### src/logic/iasm_pkg.sv
// Constants, types and tables for the interrupt arbiter.
// Assumes one 40 MHz clock and the CPU core handling the actual stacking.
package iasm_pkg;

  // Maskable sources, index 0 is the highest default rank
  localparam int          IASM_NSRC      = 12;
  localparam int          IASM_RANK_BASE = 15;
  localparam logic [1:0]  IASM_LVL_LOW   = 2'h3;

  // Register map on the plain port
  localparam logic [7:0]  IASM_CTL_BASE  = 8'h00;
  localparam logic [7:0]  IASM_MODE_ADR  = 8'h10;
  localparam logic [7:0]  IASM_ISP_ADR   = 8'h11;
  localparam logic [7:0]  IASM_BANK_ADR  = 8'h12;

  // Field positions of a control register
  localparam int          IASM_F_FLAG    = 0;
  localparam int          IASM_F_MASK    = 1;
  localparam int          IASM_F_MSEN    = 2;
  localparam int          IASM_F_PRI     = 3;
  localparam int          IASM_F_CSE     = 5;

  // Values after reset: masked, lowest level, nothing pending
  localparam logic [5:0]  IASM_CTL_RST   = 6'h1A;
  localparam logic        IASM_NEST_RST  = 1'h0;
  localparam logic [2:0]  IASM_BANK_RST  = 3'h0;

  // Fixed vectors of the non-maskable and software sources
  localparam logic [15:0] IASM_VEC_NMI   = 16'h0002;
  localparam logic [15:0] IASM_VEC_WDT   = 16'h0004;
  localparam logic [15:0] IASM_VEC_TRAP  = 16'h003C;
  localparam logic [15:0] IASM_VEC_BRK   = 16'h003E;

  // Vector and macro-service control word per maskable source
  localparam logic [15:0] IASM_VEC_TBL [IASM_NSRC] = '{
    16'h0024, 16'h0026, 16'h0028, 16'h002A, 16'h002C, 16'h002E,
    16'h0030, 16'h0032, 16'h0034, 16'h0036, 16'h0038, 16'h003A};
  localparam logic [15:0] IASM_MCW_TBL [IASM_NSRC] = '{
    16'hFE24, 16'hFE26, 16'hFE28, 16'hFE2A, 16'hFE2C, 16'hFE2E,
    16'hFE30, 16'hFE32, 16'hFE34, 16'hFE36, 16'hFE38, 16'hFE3A};

  typedef enum logic [1:0] {
    IASM_VECTORED = 2'b00,
    IASM_MACRO    = 2'b01,
    IASM_CTXSW    = 2'b10
  } iasm_mode_t;

  typedef struct packed {
    logic       cse;
    logic [1:0] pri;
    logic       msen;
    logic       mask;
    logic       flag;
  } iasm_ctl_t;

  // One dispatch to the core
  typedef struct packed {
    iasm_mode_t mode;
    logic [15:0] vector;
    logic [15:0] mcw;
    logic [4:0]  rank;
    logic [2:0]  bank;
    logic        push_ctx;
    logic        nmi;
  } iasm_ack_t;

endpackage : iasm_pkg

### src/logic/iasm_arbiter.sv
// Interrupt acceptance, arbitration and dispatch for the CPU core.
// Assumes synchronous request pulses from peripherals and a core that
// performs stacking, bank switching or macro transfer on each dispatch.
`timescale 1ns/1ps

// What this block does
// - Default rank only breaks ties among equal programmed levels.
// - Watch interval: rank 15, vector 0024H, control word 0FE24H.
// - 16-bit timer matches: ranks 16/17, vectors 0026H/0028H.
// - 8-bit timers 1 and 2: ranks 18/19, vectors 002AH/002CH.
// - A/D done: rank 20, vector 002EH, control word 0FE2EH.
// - 8-bit timers 5 to 8: ranks 21-24, vectors 0030H-0036H.
// - Watch overflow: rank 25, vector 0038H, control word 0FE38H.
// - Key-return falling edge: rank 26, vector 003AH, word 0FE3AH.
// - Plain break vectors; bank-switch break does a context switch.
// - Software interrupts ignore global enable and priority levels.
// - Illegal operand in standby, watchdog or placement writes traps.
// - Operand traps ignore global enable and priority levels.
// - Non-maskable request from NMI pin or watchdog overflow.
// - NMI taken always, except under same or higher NMI handler.
// - NMI outranks everything and skips priority levels.
// - Maskable request blocked by own mask and by global enable.
// - Four programmable levels arbitrate and nest maskable requests.
// - Macro service ignores global enable and priority levels.
// - Vectored accept pushes PC and status word, then branches.
// - Macro service suspends the core, no PC or status save.
// - Context switch selects bank, branches, saves PC and status.
// - Each source has flag, mask, macro enable, level, switch enable.
// - Mode bit decides whether level 3 requests may nest.
// - NMI pin vectors to 0002H, watchdog NMI to 0004H.
module iasm_arbiter (
  input  wire  logic                clk,                     // 40 MHz clock
  input  wire  logic                rst_n,                   // Sync reset
  input  wire  logic [7:0]          addr,                    // Register address
  input  wire  logic [7:0]          wdata,                   // Write data
  input  wire  logic                wr_en,                   // Write strobe
  input  wire  logic                rd_en,                   // Read strobe
  output var   logic [7:0]          rdata,                   // Read data, next cycle
  input  wire  logic                watch_interval_req,      // Rank 15 pulse
  input  wire  logic                timer16_match_a_req,     // Rank 16 pulse
  input  wire  logic                timer16_match_b_req,     // Rank 17 pulse
  input  wire  logic                timer8_unit1_match_req,  // Rank 18 pulse
  input  wire  logic                timer8_unit2_match_req,  // Rank 19 pulse
  input  wire  logic                adc_done_req,            // Rank 20 pulse
  input  wire  logic                timer8_unit5_match_req,  // Rank 21 pulse
  input  wire  logic                timer8_unit6_match_req,  // Rank 22 pulse
  input  wire  logic                timer8_unit7_match_req,  // Rank 23 pulse
  input  wire  logic                timer8_unit8_match_req,  // Rank 24 pulse
  input  wire  logic                watch_overflow_req,      // Rank 25 pulse
  input  wire  logic [7:0]          key_return_in,           // Port 8 key inputs
  input  wire  logic                global_irq_enable,       // Status word enable
  input  wire  logic                soft_vector_instr,       // Plain break pulse
  input  wire  logic                soft_bank_switch_instr,  // Bank break pulse
  input  wire  logic [2:0]          soft_bank_sel,           // Bank of bank break
  input  wire  logic                operand_err,             // Illegal operand pulse
  input  wire  logic                nmi_pin,                 // NMI pin level
  input  wire  logic                wdt_overflow,            // Watchdog NMI pulse
  input  wire  logic                svc_return,              // Handler return pulse
  output var   logic                ack_valid,               // Dispatch pulse
  output var   iasm_pkg::iasm_ack_t ack                      // Dispatch detail
);
  import iasm_pkg::*;

  // Registered state
  iasm_ctl_t        ctl_r    [IASM_NSRC];
  iasm_ctl_t        ctl_nxt  [IASM_NSRC];
  logic             nest_r,  nest_nxt;
  logic [2:0]       bank_r,  bank_nxt;
  logic [3:0]       isp_r,   isp_nxt;
  logic             nmi_isr_r,  nmi_isr_nxt;
  logic             wdt_isr_r,  wdt_isr_nxt;
  logic             nmi_pnd_r,  nmi_pnd_nxt;
  logic             wdt_pnd_r,  wdt_pnd_nxt;
  logic             trap_pnd_r, trap_pnd_nxt;
  logic             brk_pnd_r,  brk_pnd_nxt;
  logic             bcs_pnd_r,  bcs_pnd_nxt;
  logic [2:0]       bcs_bank_r, bcs_bank_nxt;
  logic             nmi_pin_r;
  logic [7:0]       key_r;
  logic [7:0]       rdata_nxt;
  logic             ack_valid_nxt;
  iasm_ack_t        ack_nxt;

  // Arbitration results
  logic [IASM_NSRC-1:0] hw_set;
  logic             key_fall;
  logic             nmi_rise;
  logic             mk_hit;
  logic             mk_macro;
  logic [3:0]       mk_idx;
  logic             ctl_wr;
  logic [3:0]       ctl_idx;
  logic             mk_elig;
  logic             mk_mac;

  // True when a level may be accepted over what is in service
  function automatic logic lvl_ok(input logic [1:0] lv, input logic [3:0] isp,
                                  input logic nest);
    logic ok;
    ok = 1'b1;
    for (int i = 0; i < 4; i++)
    begin
      if (isp[i] && ok)
      begin
        // Only the innermost running level is compared
        ok = (lv < 2'(i)) || (nest && lv == IASM_LVL_LOW && i == 3);
        break;
      end
    end
    return ok;
  endfunction : lvl_ok

  // Lowest set bit is the level currently running
  function automatic logic [3:0] pop_lvl(input logic [3:0] isp);
    logic [3:0] res;
    res = isp;
    for (int i = 0; i < 4; i++)
    begin
      if (isp[i])
      begin
        // Innermost level is the lowest set bit
        res[i] = 1'b0;
        break;
      end
    end
    return res;
  endfunction : pop_lvl

  // Source order fixes the default ranks
  // rank 15 source
  // key-return falling edge raises rank 26
  // Any one of the eight lines falling is enough
  assign key_fall = |(key_r & ~key_return_in);
  assign nmi_rise = nmi_pin & ~nmi_pin_r;
  // 16-bit matches at ranks 16, 17
  // 8-bit units 1, 2 at 18, 19
  // 8-bit units 5 to 8 at 21-24
  assign hw_set = {key_fall, watch_overflow_req, timer8_unit8_match_req,
                   timer8_unit7_match_req, timer8_unit6_match_req,
                   timer8_unit5_match_req, adc_done_req, timer8_unit2_match_req,
                   timer8_unit1_match_req, timer16_match_b_req,
                   timer16_match_a_req, watch_interval_req};
  assign ctl_wr  = wr_en && addr < (IASM_CTL_BASE + 8'(IASM_NSRC));
  assign ctl_idx = 4'(addr - IASM_CTL_BASE);

  // Pick the best maskable candidate
  always_comb
  begin
    mk_hit   = 1'b0;
    mk_macro = 1'b0;
    mk_idx   = 4'h0;
    mk_elig  = 1'b0;
    mk_mac   = 1'b0;
    // Macro and vectored candidates compete on level, then rank
    for (int i = 0; i < IASM_NSRC; i++)
    begin
      // own mask blocks every kind of service
      // macro service skips enable and level checks
      mk_mac  = ctl_r[i].msen;
      mk_elig = ctl_r[i].flag && !ctl_r[i].mask &&
                (mk_mac || (global_irq_enable && lvl_ok(ctl_r[i].pri, isp_r, nest_r)));
      // equal levels keep the earlier, higher-ranked source
      if (mk_elig && (!mk_hit || ctl_r[i].pri < ctl_r[mk_idx].pri))
      begin
        mk_hit   = 1'b1;
        mk_macro = mk_mac;
        mk_idx   = 4'(i);
      end
    end
  end

  // Next state: pending events, flags, in-service levels, dispatch
  always_comb
  begin
    ctl_nxt       = ctl_r;
    nest_nxt      = nest_r;
    bank_nxt      = bank_r;
    isp_nxt       = isp_r;
    nmi_isr_nxt   = nmi_isr_r;
    wdt_isr_nxt   = wdt_isr_r;
    bcs_bank_nxt  = bcs_bank_r;
    // Dispatch detail stays zero unless a grant is made
    ack_valid_nxt = 1'b0;
    ack_nxt       = '0;
    // Handler return ends pin NMI, else watchdog NMI, else the innermost level
    // Limitation: a level nested over itself is recorded once, so the
    // first return of such a pair already frees that level
    if (svc_return)
    begin
      if (nmi_isr_r)
        nmi_isr_nxt = 1'b0;
      else if (wdt_isr_r)
        wdt_isr_nxt = 1'b0;
      else
        isp_nxt = pop_lvl(isp_r);
    end
    // Software writes; a hardware set in the same cycle wins below
    // per-source control register
    if (ctl_wr)
      ctl_nxt[ctl_idx] = iasm_ctl_t'(wdata[5:0]);
    if (wr_en && addr == IASM_MODE_ADR)
      nest_nxt = wdata[0];
    // Bank used by maskable context switches
    if (wr_en && addr == IASM_BANK_ADR)
      bank_nxt = wdata[2:0];
    // Pending instruction and NMI events survive a busy cycle
    // pin edge or watchdog overflow
    nmi_pnd_nxt  = nmi_pnd_r | nmi_rise;
    wdt_pnd_nxt  = wdt_pnd_r | wdt_overflow;
    trap_pnd_nxt = trap_pnd_r | operand_err;
    brk_pnd_nxt  = brk_pnd_r | soft_vector_instr;
    bcs_pnd_nxt  = bcs_pnd_r | soft_bank_switch_instr;
    if (soft_bank_switch_instr)
      bcs_bank_nxt = soft_bank_sel;
    // NMI first, level mechanism not consulted
    // Pin NMI ranks above watchdog NMI
    // blocked only by same or higher NMI handler
    if (nmi_pnd_r && !nmi_isr_r)
    begin
      nmi_pnd_nxt     = nmi_rise;
      nmi_isr_nxt     = 1'b1;
      ack_valid_nxt   = 1'b1;
      ack_nxt.nmi     = 1'b1;
      ack_nxt.push_ctx = 1'b1;
      ack_nxt.vector  = IASM_VEC_NMI;
    end
    else if (wdt_pnd_r && !wdt_isr_r && !nmi_isr_r)
    begin
      wdt_pnd_nxt     = wdt_overflow;
      wdt_isr_nxt     = 1'b1;
      ack_valid_nxt   = 1'b1;
      ack_nxt.nmi     = 1'b1;
      ack_nxt.push_ctx = 1'b1;
      ack_nxt.vector  = IASM_VEC_WDT;
    end
    // Trap and breaks come from instructions, never enter in-service
    // trap ignores enable and levels
    else if (trap_pnd_r)
    begin
      trap_pnd_nxt    = operand_err;
      ack_valid_nxt   = 1'b1;
      ack_nxt.push_ctx = 1'b1;
      ack_nxt.vector  = IASM_VEC_TRAP;
    end
    // software breaks ignore enable and levels
    else if (brk_pnd_r)
    begin
      brk_pnd_nxt     = soft_vector_instr;
      ack_valid_nxt   = 1'b1;
      ack_nxt.push_ctx = 1'b1;
      ack_nxt.vector  = IASM_VEC_BRK;
    end
    else if (bcs_pnd_r)
    begin
      bcs_pnd_nxt     = soft_bank_switch_instr;
      ack_valid_nxt   = 1'b1;
      ack_nxt.mode    = IASM_CTXSW;
      ack_nxt.bank    = bcs_bank_r;
    end
    else if (mk_hit)
    begin
      // acceptance clears the request flag; a software set of
      // the same flag in this cycle wins so that request is not lost
      if (!(ctl_wr && ctl_idx == mk_idx && wdata[IASM_F_FLAG]))
        ctl_nxt[mk_idx].flag = 1'b0;
      ack_valid_nxt   = 1'b1;
      ack_nxt.rank    = 5'(IASM_RANK_BASE) + 5'(mk_idx);
      // vector and control word by rank
      ack_nxt.vector  = IASM_VEC_TBL[mk_idx];
      ack_nxt.mcw     = IASM_MCW_TBL[mk_idx];
      if (mk_macro)
        ack_nxt.mode  = IASM_MACRO;
      else
      begin
        // level recorded for later nesting checks
        isp_nxt[ctl_r[mk_idx].pri] = 1'b1;
        if (ctl_r[mk_idx].cse)
        begin
          // bank switch saves PC and status in the bank
          ack_nxt.mode = IASM_CTXSW;
          ack_nxt.bank = bank_r;
        end
        else
          // vectored push of PC and status word
          ack_nxt.push_ctx = 1'b1;
      end
    end
    // Hardware set wins over software clear or acceptance
    for (int i = 0; i < IASM_NSRC; i++)
    begin
      if (hw_set[i])
        ctl_nxt[i].flag = 1'b1;
    end
  end

  // Read data, valid only in the cycle after the strobe
  always_comb
  begin
    // Unmapped addresses and idle cycles read as zero
    rdata_nxt = 8'h00;
    if (rd_en)
    begin
      if (addr < (IASM_CTL_BASE + 8'(IASM_NSRC)))
        rdata_nxt = {2'h0, ctl_r[ctl_idx]};
      else if (addr == IASM_MODE_ADR)
        rdata_nxt = {7'h00, nest_r};
      else if (addr == IASM_ISP_ADR)
        rdata_nxt = {2'h0, wdt_isr_r, nmi_isr_r, isp_r};
      else if (addr == IASM_BANK_ADR)
        rdata_nxt = {5'h00, bank_r};
    end
  end

  // Registers; key lines idle high so reset sees no edge
  // Synchronous reset only; every register runs on every edge
  always_ff @(posedge clk)
  begin
    if (!rst_n)
    begin
      for (int i = 0; i < IASM_NSRC; i++)
        ctl_r[i] <= iasm_ctl_t'(IASM_CTL_RST);
      nest_r     <= IASM_NEST_RST;
      bank_r     <= IASM_BANK_RST;
      isp_r      <= 4'h0;
      nmi_isr_r  <= 1'b0;
      wdt_isr_r  <= 1'b0;
      nmi_pnd_r  <= 1'b0;
      wdt_pnd_r  <= 1'b0;
      trap_pnd_r <= 1'b0;
      brk_pnd_r  <= 1'b0;
      bcs_pnd_r  <= 1'b0;
      bcs_bank_r <= 3'h0;
      nmi_pin_r  <= 1'b0;
      key_r      <= 8'hFF;
      rdata      <= 8'h00;
      ack_valid  <= 1'b0;
      ack        <= '0;
    end
    else
    begin
      ctl_r      <= ctl_nxt;
      nest_r     <= nest_nxt;
      bank_r     <= bank_nxt;
      isp_r      <= isp_nxt;
      nmi_isr_r  <= nmi_isr_nxt;
      wdt_isr_r  <= wdt_isr_nxt;
      nmi_pnd_r  <= nmi_pnd_nxt;
      wdt_pnd_r  <= wdt_pnd_nxt;
      trap_pnd_r <= trap_pnd_nxt;
      brk_pnd_r  <= brk_pnd_nxt;
      bcs_pnd_r  <= bcs_pnd_nxt;
      bcs_bank_r <= bcs_bank_nxt;
      nmi_pin_r  <= nmi_pin;
      key_r      <= key_return_in;
      rdata      <= rdata_nxt;
      ack_valid  <= ack_valid_nxt;
      ack        <= ack_nxt;
    end
  end

endmodule : iasm_arbiter

### config.mk
export PLATFORM = sky130hd
export DESIGN_NAME = iasm_arbiter
export DESIGN_NICKNAME = d
export VERILOG_FILES = /design/src/logic/iasm_pkg.sv /design/src/logic/iasm_arbiter.sv
export SDC_FILE = /design/constraint.sdc
export NUM_CORES = 1
export LEC_CHECK = 0
export BUFFER_PORTS_ARGS = -buffer_cell sky130_fd_sc_hd__buf_2
export CAP_MARGIN = 5
export CORE_MARGIN = 2
export CORE_UTILIZATION = 60
export DETAILED_ROUTE_END_ITERATION = 16
export PLACE_DENSITY = 0.82
export SYNTH_ARGS = -nofsm -noshare
export SYNTH_HDL_FRONTEND = slang
export SYNTH_SLANG_ARGS = --single-unit
### constraint.sdc
create_clock -name clk -period 20.9 [get_ports clk]
set_input_delay 1.045 -clock clk [delete_from_list [all_inputs] [get_ports clk]]
set_output_delay 1.045 -clock clk [all_outputs]
set_load 0.01 [all_outputs]
==> summary.md <==
| Metric | Value |
|---|---|
| Slowest-stage cell, CP | or4_1 |
| CTS tree | yes |
| Total die area | about 16000 um2 |
| Initial antenna violation count | 0 |
| Cell area after placement | 9220 um2 |
| Clock Latency Late Sink | ~0.43 ns |
| Mapped cell area | 8780 um2 |
| Crit-path max FO | 8 |
| Worst VDD drop | about 0.000061 V |
| Final nets | between 1000 and 1500 |
| Most instantiated library cell after synthesis | dfxtp_1 |
| Initial Utilization | 0.609 |
| Core area | ~14000 um2 |
| Router iterations before antenna repair | 6 |
| Post-route insts no fill | roughly 1300 |
| Clock Skews | approximately 0.011 ns |
| Gate Count Post-Synth | 1019 |
| Worst Setup End Kind | flip-flop |
| Post-synthesis sequential area ratio | 0.292 |
| Status | finished, final reports clean |
| Clock-pin slew on the worst setup and hold paths | around 0.060 ns |
| Mean area per synthesized cell | roughly 8.6 um2 |
| Post-route ant nets | 0 |
| Footprint of the multi-input gates | about 5800 um2 |
| Final worst path period need | between 15 and 20 ns |
| Final worst-path cycle share | 0.931 |
| Layout cell share with drive strength beyond 1 | 0.210 |
| Post-synthesis simple-gate area fraction | 0.218 |
| Critical path class | in -> reg |
| Ant diodes | 0 |
| Fillers | around 1100 |
| Hold Violations, Final | 0 |
| Top_reg_cell synth | dfxtp_1 |
| Pwr Density | 61.7 nW/um2 |
| TritonCTS buffer count | 17 |
| Synth-to-Final Area Change | 12.7% |
| Synth area leaders | dfxtp_1 29%, mux2i_1 8.6%, mux4_2 4.6% |
| Synth cell types | just over 100 |
| Synth Area in Adders | 0.0257 |
| Detailed-route wire length per cell | ~21 um |
| Post-route DRC | 0 |
| Synth area leader | dfxtp_1 |
| Setup-failing EPs final | 0 |
| Ys async rst share | 0 |
| All-Layer GR Usage | 0.333 |
| I/O pin count | 102 |
| Critical Path RT | 21.22 ns |
| YS warnings | 0 |
| Max-cap violations | 0 |
| Die W | 125 um |
| RD Place Congestion | a little over 1 |
| Max frequency | around 51 MHz |
| DR vias | around 8400 |
| EDFF count, synth | 0 |
| Pin count of the biggest net entering global routing | 107 |
| Sequential Area | ~2600 um2 |
| Clock sinks | roughly 130 |
| Port Buf Inserts | 82 |
| Post-DP HPWL | approximately 19000 um |
| Post-Layout Inst Area | about 10000 um2 |
| Number of cells after detailed placement | about 1200 |
| Vias in the first global route | 8230 |
| Post-synthesis mux area share | 0.159 |
| CP startpoint kind | input pin |
| Leakage power | around 4 nW |
| CTS H-tree lvls | 4 |
| Row Count | 44 |
| Remaining global-route overflow | 0 |
| Final WL | between 20000 and 30000 um |
| Clk buf depth | 2 |
| Tightest Pin Transition | just over 1 ns |
| CP max stage delay | 0.56 ns |
| Hold crit path type | reg -> reg |
| Max-slew headroom | 0.309 |
| Compound-Gate Fraction of Synth Area | 0.238 |
| Final slew viol count | 0 |
| Iteration-0 DRC Markers | 920 |
| Largest family of logic cells by synthesized area | compound AO/OA/AOI/OAI gates |
| Yosys top cell area share | 0.292 |
| Die H | 125 um |
| First-pass GRT wire length | around 42000 um |
| Post-Synth XOR/XNOR Area | 0.00499 |
| Arrival @ worst endpoint | roughly 20 ns |
| Clk root buf | clkbuf_16 |
| Setup TNS | 0 ns |
| Flops & latches, synth | roughly 130 |
| Via/cell ratio | 6.62 |
| Most common library cells after synthesis | 128 x dfxtp_1, 104 x nand2_1, 75 x mux2i_1 |
## logic make-up after synthesis
group,Yosys count
xor gates and xnor gates,5
AOI/OAI and AO/OA,268
DFF,128
muxes,114
and+or+nand+nor,367
other,1
adders and majority gates,18
buffers and inverters,118
## cell type report
class,count,share of cell area
clock buffers,17,0.0430
clock inverters,15,0.0211
inverters,36,0.0137
multi-input cells,789,0.581
flip-flops and latches,128,0.259
well taps,184,0.0233
repair buffers,105,0.0589
## through the flow
step	utilization	hold WS [ns]	setup slack [ns]	total power, mW
2_1_floorplan	-	0.441	2.61	0.286
3_3_place_gp	0.639	0.462	0.804	0.296
3_5_place_dp	0.639	0.464	0.567	0.297
4_1_cts	0.683	0.483	0.929	0.611
5_1_grt	0.686	0.509	-0.00629	0.626
6_report	0.686	0.478	1.45	0.611
## power by group
part / switching [mW] / internal (mW)
logic: 0.0231 / 0.0164
registers: 0.00417 / 0.250
clock network: 0.116 / 0.201
## critical path: cells and delay by family
| kind | cells | cell delay, ns |
|---|---|---|
| AOI/OAI and AO/OA | 43 | 8.36 |
| adders and majority gates | 11 | 2.99 |
| buffers and inverters | 4 | 0.58 |
| muxes | 5 | 1.28 |
| and+or+nand+nor | 28 | 5.47 |
## timing repair
| action | in CTS | in global routing |
|---|---|---|
| setup endpoints to repair | 0 | 35 |
| resized for setup | 0 | 7 |
| hold endpoints to repair | 0 | 0 |
| buffers inserted | 0 | 2 |
| hold buffers | 0 | 0 |
## layout by cell type (no fill, tap or decap), types with 14 or more instances in the layout
master / synthesis / layout
dfxtp_1: 128 / 128
nand2_1: 104 / 104
buf_2: 7 / 82
mux2i_1: 75 / 75
nor2_1: 74 / 73
nor2b_1: 42 / 42
a21oi_1: 43 / 41
inv_1: 36 / 36
o21ai_0: 28 / 27
buf_4: 27 / 23
mux2_2: 21 / 21
nand2b_1: 20 / 20
nand3_1: 20 / 20
o211ai_1: 20 / 20
mux4_2: 18 / 18
ha_1: 18 / 18
nor3_1: 17 / 17
or3_1: 17 / 17
conb_1: 1 / 17
clkbuf_16: 0 / 17
a21o_1: 16 / 16
and2_1: 14 / 14
## worst paths after layout
path / from / to / slack [ns] / depth (start not counted)
hold reg to reg: bcs_bank_r[0]$_SDFFE_PN0P_ / ack[2]$_SDFF_PP0_ / 0.48 / 1
hold / removal: bcs_bank_r[0]$_SDFFE_PN0P_ / ack[2]$_SDFF_PP0_ / 0.48 / 1
setup reg to reg: isp_r[0]$_SDFF_PN0_ / ctl_r[42]$_SDFF_PN0_ / 1.61 / 90
setup / recovery: global_irq_enable / ctl_r[42]$_SDFF_PN0_ / 1.45 / 91
## layer usage
metal | up-vias | part of all wire | track usage
li1 | 3845 | - | -
met1 | 4002 | 0.40 | 0.425
met2 | 508 | 0.46 | 0.532
met3 | 79 | 0.10 | 0.0873
met4 | 0 | 0.036 | 0.150
met5 | - | 0 | 0
No activity file was read; power rests on OpenSTA's default activity.
